==> src/srtc_pkg.sv <==
// srtc_pkg: shared constants of the secure rtc and nvram core
package srtc_pkg;
	// ==========================================
	// location space
	localparam int        SPACE_LEN   = 160;
	localparam int        PTR_W       = 8;
	localparam logic [6:0] DEV_ADDR   = 7'h68;
	localparam logic [7:0] TIME_LAST  = 8'h07;
	localparam logic [7:0] CTL_FIRST  = 8'h08;
	localparam logic [7:0] FLAGS_LOC  = 8'h0f;
	localparam logic [7:0] RSV_FIRST  = 8'h10;
	localparam logic [7:0] RSV_LAST   = 8'h12;
	localparam logic [7:0] TAMP1_LOC  = 8'h14;
	localparam logic [7:0] SER_FIRST  = 8'h16;
	localparam logic [7:0] SER_LAST   = 8'h1d;
	localparam logic [7:0] RAM_FIRST  = 8'h20;
	localparam logic [7:0] LAST_LOC   = 8'h9f;
	localparam int        RAM_DEPTH   = 128;
	// ==========================================
	// field positions
	localparam int TB_EN   = 7; // tamper channel enable
	localparam int TB_FLAG = 6; // tamper event seen
	localparam int TB_CLR  = 5; // clear internal ram on event
	localparam int TB_CLRX = 4; // signal external clear on event
	localparam int TB_NC   = 0; // 1: normally closed switch
	localparam int FLAG_OF = 2; // oscillator fail
	// ==========================================
	// reset values
	localparam logic [7:0] CTL_RST   = 8'h00;
	localparam logic [7:0] FLAGS_RST = 8'h04;
	localparam logic [7:0] ONE_BCD   = 8'h01;
	// ==========================================
	// timing
	localparam int MCLK_PERIOD_NS = 10;
	localparam int HS_STEP        = 100;   // hundredths per second
	localparam int XTAL_HZ        = 32768; // time base
	localparam int OSC_STOP_NS    = 122000;
	localparam int OSC_STOP_CYC   = OSC_STOP_NS / MCLK_PERIOD_NS;
	localparam int DEB_NS         = 1000000;
	localparam int DEB_CYC        = DEB_NS / MCLK_PERIOD_NS;
	localparam int POR_NS         = 1000000;
	localparam int POR_CYC        = POR_NS / MCLK_PERIOD_NS;
	// ==========================================
	// serial bus states
	typedef enum logic [2:0] {
		SRTC_IDLE = 3'b000,
		SRTC_DEV  = 3'b001,
		SRTC_ADEV = 3'b010,
		SRTC_WR   = 3'b011,
		SRTC_AWR  = 3'b100,
		SRTC_RD   = 3'b101,
		SRTC_ARD  = 3'b110
	} srtc_state_t;
endpackage

==> src/srtc_cal.sv <==
// srtc_cal: bcd clock and calendar counters fed by the time base tick
`timescale 1ns/10ps
`default_nettype none
module srtc_cal (
	input  wire logic        mclk_i,
	input  wire logic        rstn_i,
	input  wire logic        tick_i,
	input  wire logic        wr_i,
	input  wire logic [2:0]  wr_addr_i,
	input  wire logic [7:0]  wr_data_i,
	output logic      [63:0] time_o
);
	logic [7:0]  tm_q [8];
	logic [15:0] acc_q;
	logic [15:0] acc_n;
	logic        hs_tick;
	logic [7:0]  hr_nx;

	// ==========================================
	// helpers
	function automatic logic [7:0] bcd_nx(input logic [7:0] v);
		return (v[3:0] == 4'h9) ? {v[7:4] + 4'h1, 4'h0} : {v[7:4], v[3:0] + 4'h1};
	endfunction

	function automatic logic [7:0] mdays(input logic [7:0] mon, input logic [7:0] yr);
		logic leap;
		leap = yr[4] ? (yr[3:0] == 4'h2 || yr[3:0] == 4'h6)
			: (yr[3:0] == 4'h0 || yr[3:0] == 4'h4 || yr[3:0] == 4'h8);
		case (mon[4:0])
			5'h02: return leap ? 8'h29 : 8'h28;
			5'h04, 5'h06, 5'h09, 5'h11: return 8'h30;
			default: return 8'h31;
		endcase
	endfunction

	// ==========================================
	// fractional step from 32.768 khz to hundredths
	assign acc_n   = acc_q + 16'(srtc_pkg::HS_STEP);
	assign hs_tick = tick_i && (acc_n >= 16'(srtc_pkg::XTAL_HZ));
	assign hr_nx   = bcd_nx({2'b00, tm_q[3][5:0]}); // next hour, century bits masked off

	always_ff @(posedge mclk_i or negedge rstn_i) begin
		if (!rstn_i) begin
			acc_q <= 16'h0000;
		end else if (hs_tick) begin
			acc_q <= acc_n - 16'(srtc_pkg::XTAL_HZ);
		end else if (tick_i) begin
			acc_q <= acc_n;
		end
	end

	// ==========================================
	// counter cascade, 24 hour bcd with century in hours[7:6]
	always_ff @(posedge mclk_i or negedge rstn_i) begin
		if (!rstn_i) begin
			for (int i = 0; i < 8; i++) begin
				tm_q[i] <= (i >= 4 && i <= 6) ? srtc_pkg::ONE_BCD : 8'h00;
			end
		end else if (wr_i) begin
			tm_q[wr_addr_i] <= wr_data_i;
		end else if (hs_tick) begin
			tm_q[0] <= (tm_q[0] == 8'h99) ? 8'h00 : bcd_nx(tm_q[0]);
			if (tm_q[0] == 8'h99) begin
				tm_q[1] <= (tm_q[1] == 8'h59) ? 8'h00 : bcd_nx(tm_q[1]);
				if (tm_q[1] == 8'h59) begin
					tm_q[2] <= (tm_q[2] == 8'h59) ? 8'h00 : bcd_nx(tm_q[2]);
					if (tm_q[2] == 8'h59) begin
						tm_q[3][5:0] <= (tm_q[3][5:0] == 6'h23) ? 6'h00 : hr_nx[5:0];
						if (tm_q[3][5:0] == 6'h23) begin
							tm_q[4] <= (tm_q[4] == 8'h07) ? srtc_pkg::ONE_BCD : bcd_nx(tm_q[4]);
							if (tm_q[5] == mdays(tm_q[6], tm_q[7])) begin
								tm_q[5] <= srtc_pkg::ONE_BCD;
								tm_q[6] <= (tm_q[6] == 8'h12) ? srtc_pkg::ONE_BCD : bcd_nx(tm_q[6]);
								if (tm_q[6] == 8'h12) begin
									tm_q[7] <= (tm_q[7] == 8'h99) ? 8'h00 : bcd_nx(tm_q[7]);
									if (tm_q[7] == 8'h99) begin
										tm_q[3][7:6] <= tm_q[3][7:6] + 2'b01;
									end
								end
							end else begin
								tm_q[5] <= bcd_nx(tm_q[5]);
							end
						end
					end
				end
			end
		end
	end

	assign time_o = {tm_q[7], tm_q[6], tm_q[5], tm_q[4], tm_q[3], tm_q[2], tm_q[1], tm_q[0]};
endmodule // srtc_cal
`default_nettype wire

==> src/srtc_core.sv <==
// srtc_core: serial slave, location space, tamper, reset and oscillator supervision
//
// How it works
// - 160 byte-wide locations hold time, control, serial number and user ram.
// - All timekeeping comes from the 32.768 khz time base.
// - Eight locations hold the clock and calendar in packed bcd.
// - Eleven further locations hold calibration, alarm, watchdog, tamper, square-wave control.
// - Eight read-only serial number bytes and 128 bytes of user ram.
// - The location pointer steps by one after every byte written or read.
// - Counts century down to hundredths, 24 hour bcd.
// - Month lengths 28, 29, 30, 31 handled, leap day inserted automatically.
// - Two debounced reset requests and power-on drive the reset output.
// - Two tamper channels with fully separate detection logic.
// - Each channel supervises a normally open or normally closed switch.
// - The first tamper event while no flag stands captures the current time for later reading.
// - An event may clear the internal ram, signal external clear, or both.
// - A readable flag shows the time base stopped or failed.
// - Time counters sit at 00h-07h, sub-second counter lowest.
// - User ram sits at 20h-9fh.
// - A supply fault aborts transfers, resets the pointer and ignores the bus.
`timescale 1ns/10ps
`default_nettype none
module srtc_core #(
	parameter int        OSC_STOP = srtc_pkg::OSC_STOP_CYC,
	parameter int        DEB      = srtc_pkg::DEB_CYC,
	parameter int        POR      = srtc_pkg::POR_CYC,
	parameter logic [63:0] SERIAL = 64'h0123456789abcdef // arbitrary value
) (
	input  wire logic       mclk_i,
	input  wire logic       rstn_i,
	input  wire logic       scl_i,
	input  wire logic       sda_i,
	output logic            sda_o,
	output logic            sda_oe_o,
	input  wire logic       osc_32k_i,
	input  wire logic [1:0] tamper_i,
	input  wire logic       rst_req1_n_i,
	input  wire logic       rst_req2_n_i,
	input  wire logic       supply_fault_i,
	output logic            rst_out_o,
	output logic            rst_out_oe_o,
	output logic            ext_clear_o
);
	if (OSC_STOP < 1 || DEB < 1 || POR < 1) begin : g_bad_count
		$error("srtc_core: counts must be at least one");
	end

	// ==========================================
	// pin synchronisers: stage a feeds stage b only
	localparam int NS = 8;
	logic [NS-1:0] sy_a_q;
	logic [NS-1:0] sy_b_q;
	logic          scl_p_q;
	logic          sda_p_q;
	logic          osc_p_q;
	logic          scl_s, sda_s, osc_s, fault_s, req1_s, req2_s;
	logic [1:0]    tamp_s;

	always_ff @(posedge mclk_i or negedge rstn_i) begin
		if (!rstn_i) begin
			sy_a_q  <= '1;
			sy_b_q  <= '1;
			scl_p_q <= 1'b1;
			sda_p_q <= 1'b1;
			osc_p_q <= 1'b1; // matches the synchroniser reset, no false tick
		end else begin
			sy_a_q  <= {scl_i, sda_i, osc_32k_i, supply_fault_i, rst_req1_n_i, rst_req2_n_i, tamper_i};
			sy_b_q  <= sy_a_q;
			scl_p_q <= scl_s;
			sda_p_q <= sda_s;
			osc_p_q <= osc_s;
		end
	end
	assign {scl_s, sda_s, osc_s, fault_s, req1_s, req2_s, tamp_s} = sy_b_q;

	// ==========================================
	// time base edges and oscillator fail watch
	logic        tick;
	logic [31:0] osc_cnt_q;
	logic        of_q;
	logic        wr_en;
	logic [7:0]  ptr_q;
	logic [7:0]  shreg_q;
	assign tick = osc_s && !osc_p_q;

	always_ff @(posedge mclk_i or negedge rstn_i) begin
		if (!rstn_i) begin
			osc_cnt_q <= 32'h0;
			of_q      <= srtc_pkg::FLAGS_RST[srtc_pkg::FLAG_OF];
		end else begin
			osc_cnt_q <= tick ? 32'h0 : (osc_cnt_q == 32'(OSC_STOP) ? osc_cnt_q : osc_cnt_q + 32'h1);
			if (osc_cnt_q == 32'(OSC_STOP)) begin
				of_q <= 1'b1;
			end else if (wr_en && ptr_q == srtc_pkg::FLAGS_LOC && !shreg_q[srtc_pkg::FLAG_OF]) begin
				of_q <= 1'b0;
			end
		end
	end

	// ==========================================
	// calendar
	logic [63:0] time_w;
	srtc_cal u_cal (
		.mclk_i    (mclk_i),
		.rstn_i    (rstn_i),
		.tick_i    (tick),
		.wr_i      (wr_en && ptr_q <= srtc_pkg::TIME_LAST),
		.wr_addr_i (ptr_q[2:0]),
		.wr_data_i (shreg_q),
		.time_o    (time_w)
	);

	// ==========================================
	// control bytes 08h-15h and user ram
	localparam int RAM_DEPTH_L = srtc_pkg::RAM_DEPTH;
	logic [7:0] ctl_q [24];
	logic [7:0] ram_q [RAM_DEPTH_L];
	logic       clr_busy_q;
	logic [6:0] clr_idx_q;
	logic [1:0] clr_go;

	always_ff @(posedge mclk_i or negedge rstn_i) begin
		if (!rstn_i) begin
			for (int i = 0; i < 24; i++) begin
				ctl_q[i] <= srtc_pkg::CTL_RST;
			end
		end else if (wr_en && ptr_q >= srtc_pkg::CTL_FIRST && ptr_q < srtc_pkg::SER_FIRST) begin
			ctl_q[5'(ptr_q - srtc_pkg::CTL_FIRST)] <= shreg_q;
		end
	end

	always_ff @(posedge mclk_i) begin
		if (clr_busy_q) begin
			ram_q[clr_idx_q] <= 8'h00;
		end else if (wr_en && ptr_q >= srtc_pkg::RAM_FIRST && ptr_q <= srtc_pkg::LAST_LOC) begin
			ram_q[7'(ptr_q - srtc_pkg::RAM_FIRST)] <= shreg_q;
		end
	end

	always_ff @(posedge mclk_i or negedge rstn_i) begin
		if (!rstn_i) begin
			clr_busy_q <= 1'b0;
			clr_idx_q  <= 7'h00;
		end else if (|clr_go && !clr_busy_q) begin
			clr_busy_q <= 1'b1;
			clr_idx_q  <= 7'h00;
		end else if (clr_busy_q) begin
			clr_idx_q  <= clr_idx_q + 7'h01;
			clr_busy_q <= (clr_idx_q != 7'(RAM_DEPTH_L - 1));
		end
	end

	// ==========================================
	// tamper channels, one independent copy each
	logic [1:0]  tflag;
	logic [1:0]  tevent;
	logic [63:0] stamp_q;
	genvar g;
	generate
		for (g = 0; g < 2; g++) begin : g_tamp
			logic       flag_q;
			logic [7:0] cfg;
			logic [7:0] loc;
			assign loc       = srtc_pkg::TAMP1_LOC + 8'(g);
			assign cfg       = ctl_q[5'(loc - srtc_pkg::CTL_FIRST)];
			assign tevent[g] = cfg[srtc_pkg::TB_EN] && !flag_q
				&& (tamp_s[g] == !cfg[srtc_pkg::TB_NC]);
			assign clr_go[g] = tevent[g] && cfg[srtc_pkg::TB_CLR];
			assign tflag[g]  = flag_q;
			always_ff @(posedge mclk_i or negedge rstn_i) begin
				if (!rstn_i) begin
					flag_q <= 1'b0;
				end else if (tevent[g]) begin
					flag_q <= 1'b1;
				end else if (wr_en && ptr_q == loc && !shreg_q[srtc_pkg::TB_FLAG]) begin
					flag_q <= 1'b0;
				end
			end
		end
	endgenerate

	// first event freezes a copy of the time, shown while any flag stands
	always_ff @(posedge mclk_i or negedge rstn_i) begin
		if (!rstn_i) begin
			stamp_q     <= 64'h0;
			ext_clear_o <= 1'b0;
		end else begin
			if (|tevent && !(|tflag)) begin
				stamp_q <= time_w;
			end
			ext_clear_o <= (tflag[0] && ctl_q[5'(srtc_pkg::TAMP1_LOC - srtc_pkg::CTL_FIRST)][srtc_pkg::TB_CLRX])
				|| (tflag[1] && ctl_q[5'(srtc_pkg::TAMP1_LOC + 8'h01 - srtc_pkg::CTL_FIRST)][srtc_pkg::TB_CLRX]);
		end
	end

	// ==========================================
	// read data for the current pointer
	logic [7:0]  rd_data;
	logic [63:0] tview;
	logic [7:0]  pos;
	always_comb begin
		tview   = (|tflag) ? stamp_q : time_w;
		pos     = 8'h00;
		rd_data = 8'h00;
		if (ptr_q <= srtc_pkg::TIME_LAST) begin
			rd_data = tview[8*ptr_q[2:0] +: 8];
		end else if (ptr_q == srtc_pkg::FLAGS_LOC) begin
			rd_data = ctl_q[5'(ptr_q - srtc_pkg::CTL_FIRST)];
			rd_data[srtc_pkg::FLAG_OF] = of_q;
		end else if (ptr_q >= srtc_pkg::RSV_FIRST && ptr_q <= srtc_pkg::RSV_LAST) begin
			rd_data = 8'h00;
		end else if (ptr_q >= srtc_pkg::TAMP1_LOC && ptr_q < srtc_pkg::SER_FIRST) begin
			rd_data = ctl_q[5'(ptr_q - srtc_pkg::CTL_FIRST)];
			rd_data[srtc_pkg::TB_FLAG] = tflag[ptr_q[0]];
		end else if (ptr_q < srtc_pkg::SER_FIRST) begin
			rd_data = ctl_q[5'(ptr_q - srtc_pkg::CTL_FIRST)];
		end else if (ptr_q <= srtc_pkg::SER_LAST) begin
			pos     = ptr_q - srtc_pkg::SER_FIRST;
			rd_data = SERIAL[8*pos[2:0] +: 8];
		end else if (ptr_q >= srtc_pkg::RAM_FIRST && ptr_q <= srtc_pkg::LAST_LOC) begin
			rd_data = ram_q[7'(ptr_q - srtc_pkg::RAM_FIRST)];
		end
	end

	// ==========================================
	// serial slave
	srtc_pkg::srtc_state_t st_q;
	logic [3:0] cnt_q;
	logic [7:0] tx_q;
	logic       first_q;
	logic       nack_q;
	logic       rise, fall, start, stop;
	logic [7:0] ptr_nx;
	assign rise   = scl_s && !scl_p_q;
	assign fall   = !scl_s && scl_p_q;
	assign start  = scl_s && scl_p_q && !sda_s && sda_p_q;
	assign stop   = scl_s && scl_p_q && sda_s && !sda_p_q;
	assign ptr_nx = (ptr_q >= srtc_pkg::LAST_LOC) ? 8'h00 : ptr_q + 8'h01;
	assign wr_en  = fall && st_q == srtc_pkg::SRTC_WR && cnt_q == 4'h8 && !first_q && !fault_s;
	assign sda_o  = 1'b0;

	always_ff @(posedge mclk_i or negedge rstn_i) begin
		if (!rstn_i) begin
			st_q     <= srtc_pkg::SRTC_IDLE;
			cnt_q    <= 4'h0;
			shreg_q  <= 8'h00;
			tx_q     <= 8'h00;
			ptr_q    <= 8'h00;
			first_q  <= 1'b0;
			nack_q   <= 1'b1;
			sda_oe_o <= 1'b0;
		end else if (fault_s) begin
			st_q     <= srtc_pkg::SRTC_IDLE;
			ptr_q    <= 8'h00;
			sda_oe_o <= 1'b0;
		end else if (start || stop) begin
			st_q     <= start ? srtc_pkg::SRTC_DEV : srtc_pkg::SRTC_IDLE;
			cnt_q    <= 4'h0;
			sda_oe_o <= 1'b0;
		end else if (rise) begin
			if (st_q == srtc_pkg::SRTC_DEV || st_q == srtc_pkg::SRTC_WR || st_q == srtc_pkg::SRTC_RD) begin
				shreg_q <= {shreg_q[6:0], sda_s};
				cnt_q   <= cnt_q + 4'h1;
			end
			if (st_q == srtc_pkg::SRTC_ARD) begin
				nack_q <= sda_s;
			end
		end else if (fall) begin
			case (st_q)
				srtc_pkg::SRTC_DEV: begin
					if (cnt_q == 4'h8) begin
						st_q     <= (shreg_q[7:1] == srtc_pkg::DEV_ADDR) ? srtc_pkg::SRTC_ADEV : srtc_pkg::SRTC_IDLE;
						sda_oe_o <= (shreg_q[7:1] == srtc_pkg::DEV_ADDR);
					end
				end
				srtc_pkg::SRTC_ADEV: begin
					cnt_q <= 4'h0;
					if (shreg_q[0]) begin
						st_q     <= srtc_pkg::SRTC_RD;
						tx_q     <= rd_data;
						sda_oe_o <= !rd_data[7];
						ptr_q    <= ptr_nx;
					end else begin
						st_q     <= srtc_pkg::SRTC_WR;
						first_q  <= 1'b1;
						sda_oe_o <= 1'b0;
					end
				end
				srtc_pkg::SRTC_WR: begin
					if (cnt_q == 4'h8) begin
						st_q     <= srtc_pkg::SRTC_AWR;
						sda_oe_o <= 1'b1;
						first_q  <= 1'b0;
						ptr_q    <= first_q ? shreg_q : ptr_nx;
					end
				end
				srtc_pkg::SRTC_AWR: begin
					st_q     <= srtc_pkg::SRTC_WR;
					cnt_q    <= 4'h0;
					sda_oe_o <= 1'b0;
				end
				srtc_pkg::SRTC_RD: begin
					if (cnt_q == 4'h8) begin
						st_q     <= srtc_pkg::SRTC_ARD;
						sda_oe_o <= 1'b0;
					end else begin
						sda_oe_o <= !tx_q[3'(4'h7 - cnt_q)];
					end
				end
				srtc_pkg::SRTC_ARD: begin
					cnt_q <= 4'h0;
					if (nack_q) begin
						st_q <= srtc_pkg::SRTC_IDLE;
					end else begin
						st_q     <= srtc_pkg::SRTC_RD;
						tx_q     <= rd_data;
						sda_oe_o <= !rd_data[7];
						ptr_q    <= ptr_nx;
					end
				end
				default: st_q <= srtc_pkg::SRTC_IDLE;
			endcase
		end
	end

	// ==========================================
	// reset output: power-on stretch and debounced requests
	logic [31:0] por_q, deb1_q, deb2_q;
	logic        debounced_reset_request_1, debounced_reset_request_2;
	assign debounced_reset_request_1 = (deb1_q == 32'(DEB));
	assign debounced_reset_request_2 = (deb2_q == 32'(DEB));

	always_ff @(posedge mclk_i or negedge rstn_i) begin
		if (!rstn_i) begin
			por_q  <= 32'h0;
			deb1_q <= 32'h0;
			deb2_q <= 32'h0;
		end else begin
			deb1_q <= req1_s ? 32'h0 : (debounced_reset_request_1 ? deb1_q : deb1_q + 32'h1);
			deb2_q <= req2_s ? 32'h0 : (debounced_reset_request_2 ? deb2_q : deb2_q + 32'h1);
			if (debounced_reset_request_1 || debounced_reset_request_2) begin
				por_q <= 32'h0;
			end else if (por_q != 32'(POR)) begin
				por_q <= por_q + 32'h1;
			end
		end
	end
	assign rst_out_o    = 1'b0;
	assign rst_out_oe_o = (por_q != 32'(POR));
endmodule // srtc_core
`default_nettype wire

==> config.mk <==
export PLATFORM = sky130hd
export DESIGN_NAME = srtc_core
export DESIGN_NICKNAME = d
export VERILOG_FILES = /design/src/srtc_pkg.sv /design/src/srtc_cal.sv /design/src/srtc_core.sv
export SDC_FILE = /design/constraint.sdc
export NUM_CORES = 2
export LEC_CHECK = 0
export ABC_AREA = 0
export BUFFER_PORTS_ARGS = -buffer_cell sky130_fd_sc_hd__buf_2
export CAP_MARGIN = 20
export CORE_MARGIN = 2
export CORE_UTILIZATION = 30
export CTS_CLUSTER_SIZE = 16
export DETAILED_ROUTE_END_ITERATION = 6
export PLACE_DENSITY = 0.56
export SLEW_MARGIN = 20
export SYNTH_ARGS = -nofsm -noshare
export SYNTH_HDL_FRONTEND = slang
export SYNTH_HIERARCHICAL = 1
export SYNTH_SLANG_ARGS = --single-unit
==> constraint.sdc <==
create_clock -name mclk_i -period 13.6 [get_ports mclk_i]
set_clock_uncertainty 0.1 [all_clocks]
set_input_delay 0.68 -clock mclk_i [delete_from_list [all_inputs] [get_ports mclk_i]]
set_output_delay 0.68 -clock mclk_i [all_outputs]
set_load 0.1 [all_outputs]
==> summary.md <==
| Metric | Value |
|---|---|
| Worst Hold Class | reg2reg |
| Synthesized instance count | about 4200 |
| IO buf count | 12 |
| Post-synthesis sequential area ratio | 65.5% |
| # nets final | around 4300 |
| Largest net degree at the start of global routing | about 180 |
| CP arrival | 6.04 ns |
| Crit path required time | 14.16 ns |
| Clk slew on worst S/H paths | ~0.06 ns |
| Final hold vios | 0 |
| Fmax | about 180 MHz |
| Worst vdd ir | between 100 and 150 uV |
| Sum Neg Setup Slack | 0 ns |
| Final hold slack | ~0.26 ns |
| Average size of a mapped cell | about 16 um2 |
| Period utilization | between 40% and 50% |
| Post-synth ARST share | approximately 34% |
| Synth area leader | edfxtp_1 |
| WL final | 172000 um |
| Synth cell types | 100 |
| Initial Utilization | between 30% and 40% |
| Leak | 23.6 nW |
| Die width | between 400 and 500 um |
| Setup CP Type | reg2reg |
| Worst Tran Pin Value | 1.13 ns |
| Antenna violations before repair | 4 |
| Crit-path slowest cell | dfrtp_4 |
| Sink Count | ~1600 |
| Total number of vias | between 30000 and 40000 |
| Die Y | 477 um |
| Final min period | around 5.5 ns |
| CP Buf/Inv Count | 3 |
| Status | finished, final reports clean |
| Number of synthesized flops with an enable pin | roughly 1000 |
| Vias per cell | 5.19 |
| Adder-cell share of the synthesized area | between 1 and 1.5% |
| Global-route wire length before repair | 258000 um |
| Wl on met1 | roughly 77000 um |
| Area delta synth->final | 12.7% |
| Synth Area in Simple Gates | between 7 and 8% |
| Placer Congestion | ~0.85 |
| Post-route DRC | 0 |
| Worst-path fanout max | 97 |
| Slew HR | 24.9% |
| Critical Path, Cell by Cell | buf_4 > buf_12 > buf_12 > mux4_2 > mux4_2 > or3_1 > a31oi_1 > nor4bb_1 > a2111oi_0 > nor2_1 |
| Drt first pass iters | 6 |
| Post-CTS resize count | 0 |
| PwrDens | ~130 nW/um2 |
| Post-DP HPWL | ~110000 um |
| Max H-tree Level | 4 |
| Startpoint types | register |
| Max_cap viols | 0 |
| Clk buf depth | 3 |
| Root Buffer | clkbuf_16 |
| Synth area leaders | edfxtp_1, dfrtp_1, mux4_2 |
| Synth top area share | around 46% |
| Total GRT Usage | 15.0% |
| Final Setup Violations | 0 |
| Core area | about 220000 um2 |
| CP top delay family | buffers and inverters |
| Setup crit end kind | register |
| CTS Hold Bufs | 9 |
| Setup bufs post-CTS | 0 |
| I/O pin cnt | 15 |
| Met3 wire len | approximately 11000 um |
| DP Worst Slack | between 8 and 9 ns |
| Highest layer used for signal routing | met4 |
| Clock Latency Late Sink | roughly 0.8 ns |
| Overflow after GRT | 0 |
| Overall power | roughly 0.0095 W |
| Compound-gate portion of the synthesized area | under 10% |
| Layout cell share with drive strength beyond 1 | approximately a quarter |
| Vias in the first global route | around 38000 |
| Post-synth top flop | edfxtp_1 |
| Antenna-violating nets left | 0 |
| Flops & latches, synth | 1551 |
| CTS tree | yes |
| Synth Area in XOR/XNOR | roughly 1.7% |
| Slowest stage delay, CP | 0.72 ns |
| Pins Over Slew Limit | 0 |
| Drt wl/cell | roughly 24 um |
| Largest family of logic cells by synthesized area | multiplexers |
| WL met2 | around 80000 um |
| Synth Cell Area | 67200 um2 |
| Initial DRC count | between 3000 and 4000 |
| Mux cell area share after synthesis | roughly 18% |
| Row cnt | about 170 |
| RSZ-0062 raised after global routing | no |
| Worst setup slack after layout | a little over 8 ns |
| Die ar. | 228000 um2 |
| Clock buffer count from CTS | between 150 and 200 |
| Synth warn | 6 |
==> worst reg2reg max path, cell delays in order (launching register included) <==
cell and delay (ns):
dfrtp_4 0.72, buf_4 0.64, buf_12 0.64, buf_12 0.74, mux4_2 0.76, mux4_2 0.46, or3_1 0.32, a31oi_1 0.23
nor4bb_1 0.17, a2111oi_0 0.45, nor2_1 0.10
==> cell usage after synthesis, types with 24 or more instances <==
cell and count:
nor2b_1 25, xnor2_1 56, nor2_1 359, nor4_1 25
or3_1 26, a31oi_1 25, mux4_2 377, buf_4 28
o21ai_0 104, edfxtp_1 1024, inv_1 70, nor2_2 25
nand4_1 55, clkbuf_1 111, xor2_1 78, a21oi_1 80
dfstp_2 24, nand3_1 86, nor3_1 39, dfrtp_1 503
mux2i_1 27, ha_1 54, o22ai_1 37, a22oi_1 25
nand2_1 203, buf_2 49, mux2_2 286
==> logic make-up after synthesis <==
family	Yosys count
xor gates and xnor gates	134
other	1
DFF	1551
muxes	691
AOI/OAI and AO/OA	452
adders and majority gates	54
and+or+nand+nor	995
buffers and inverters	289
==> layer usage <==
layer  GRT usage (%)  up-vias
li1                -    16300
met1            21.2    20100
met2            23.1     1226
met3            2.89      263
met4            4.89        0
met5               0        -
==> final timing paths <==
check / from / endpoint / slack [ns] / cells after the start
setup / recovery: ptr_q[0] / tx_q[6] / 8.12 / 10
hold / removal: sy_a_q[0] / sy_b_q[0] / 0.26 / 0
setup reg to reg: ptr_q[0] / tx_q[6] / 8.12 / 10
hold reg to reg: sy_a_q[0] / sy_b_q[0] / 0.26 / 0
max in group asynchronous: rstn_i / ptr_q[5] / 10.76 / 4
min in group asynchronous: rstn_i / deb2_q[12] / 0.42 / 2
==> registers in the layout (all words and copies together), names as in the netlist, 14 cells and up <==
register / cells
deb1_q: 32
ctl_q: 192
por_q: 32
stamp_q: 64
deb2_q: 32
u_cal/acc_q: 14
u_cal/time_o: 64
ram_q: 1024
osc_cnt_q: 32
==> cell type report <==
cell class | count | area (um2)
timing repair buffer | 80 | 664
clock buffer | 225 | 4460
inverter | 74 | 280
antenna | 1 | 2.50
fill | 21200 | 147000
multi-input combinational | 2328 | 21900
clock inverter | 72 | 683
sequential | 1551 | 44000
tap | 2975 | 3720
==> cell usage in the layout, fill, tap and decap left out, types with 54 or more instances in the layout <==
cell and instances:
nand2_1 203, mux4_2 377, o21ai_0 104, xnor2_1 56, nand3_1 86, edfxtp_1 1024
xor2_1 78, nor2_1 355, nand4_1 55, a21oi_1 80, ha_1 54, clkbuf_16 164
dfrtp_1 498, inv_1 69, mux2_2 286
==> where the power goes <==
| part | internal [W] | leakage (nW) | switching (W) |
|---|---|---|---|
| registers | 0.00501 | 14.3 | 0.0000346 |
| logic | 0.0000333 | 6.82 | 0.0000667 |
| clock network | 0.00243 | 2.50 | 0.00190 |
| total | 0.00747 | 23.6 | 0.00200 |
==> metrics by stage <==
step	cell area [um2]	std cells	utilization, %
after floorplan	67200	4168	-
after global placement	70400	6997	31.7
after detailed placement	70400	6999	31.7
after CTS	75700	7305	34.0
after global routing	75700	7306	34.0
final	75700	7306	34.0
Note: power is estimated with default switching activity, not from simulation.
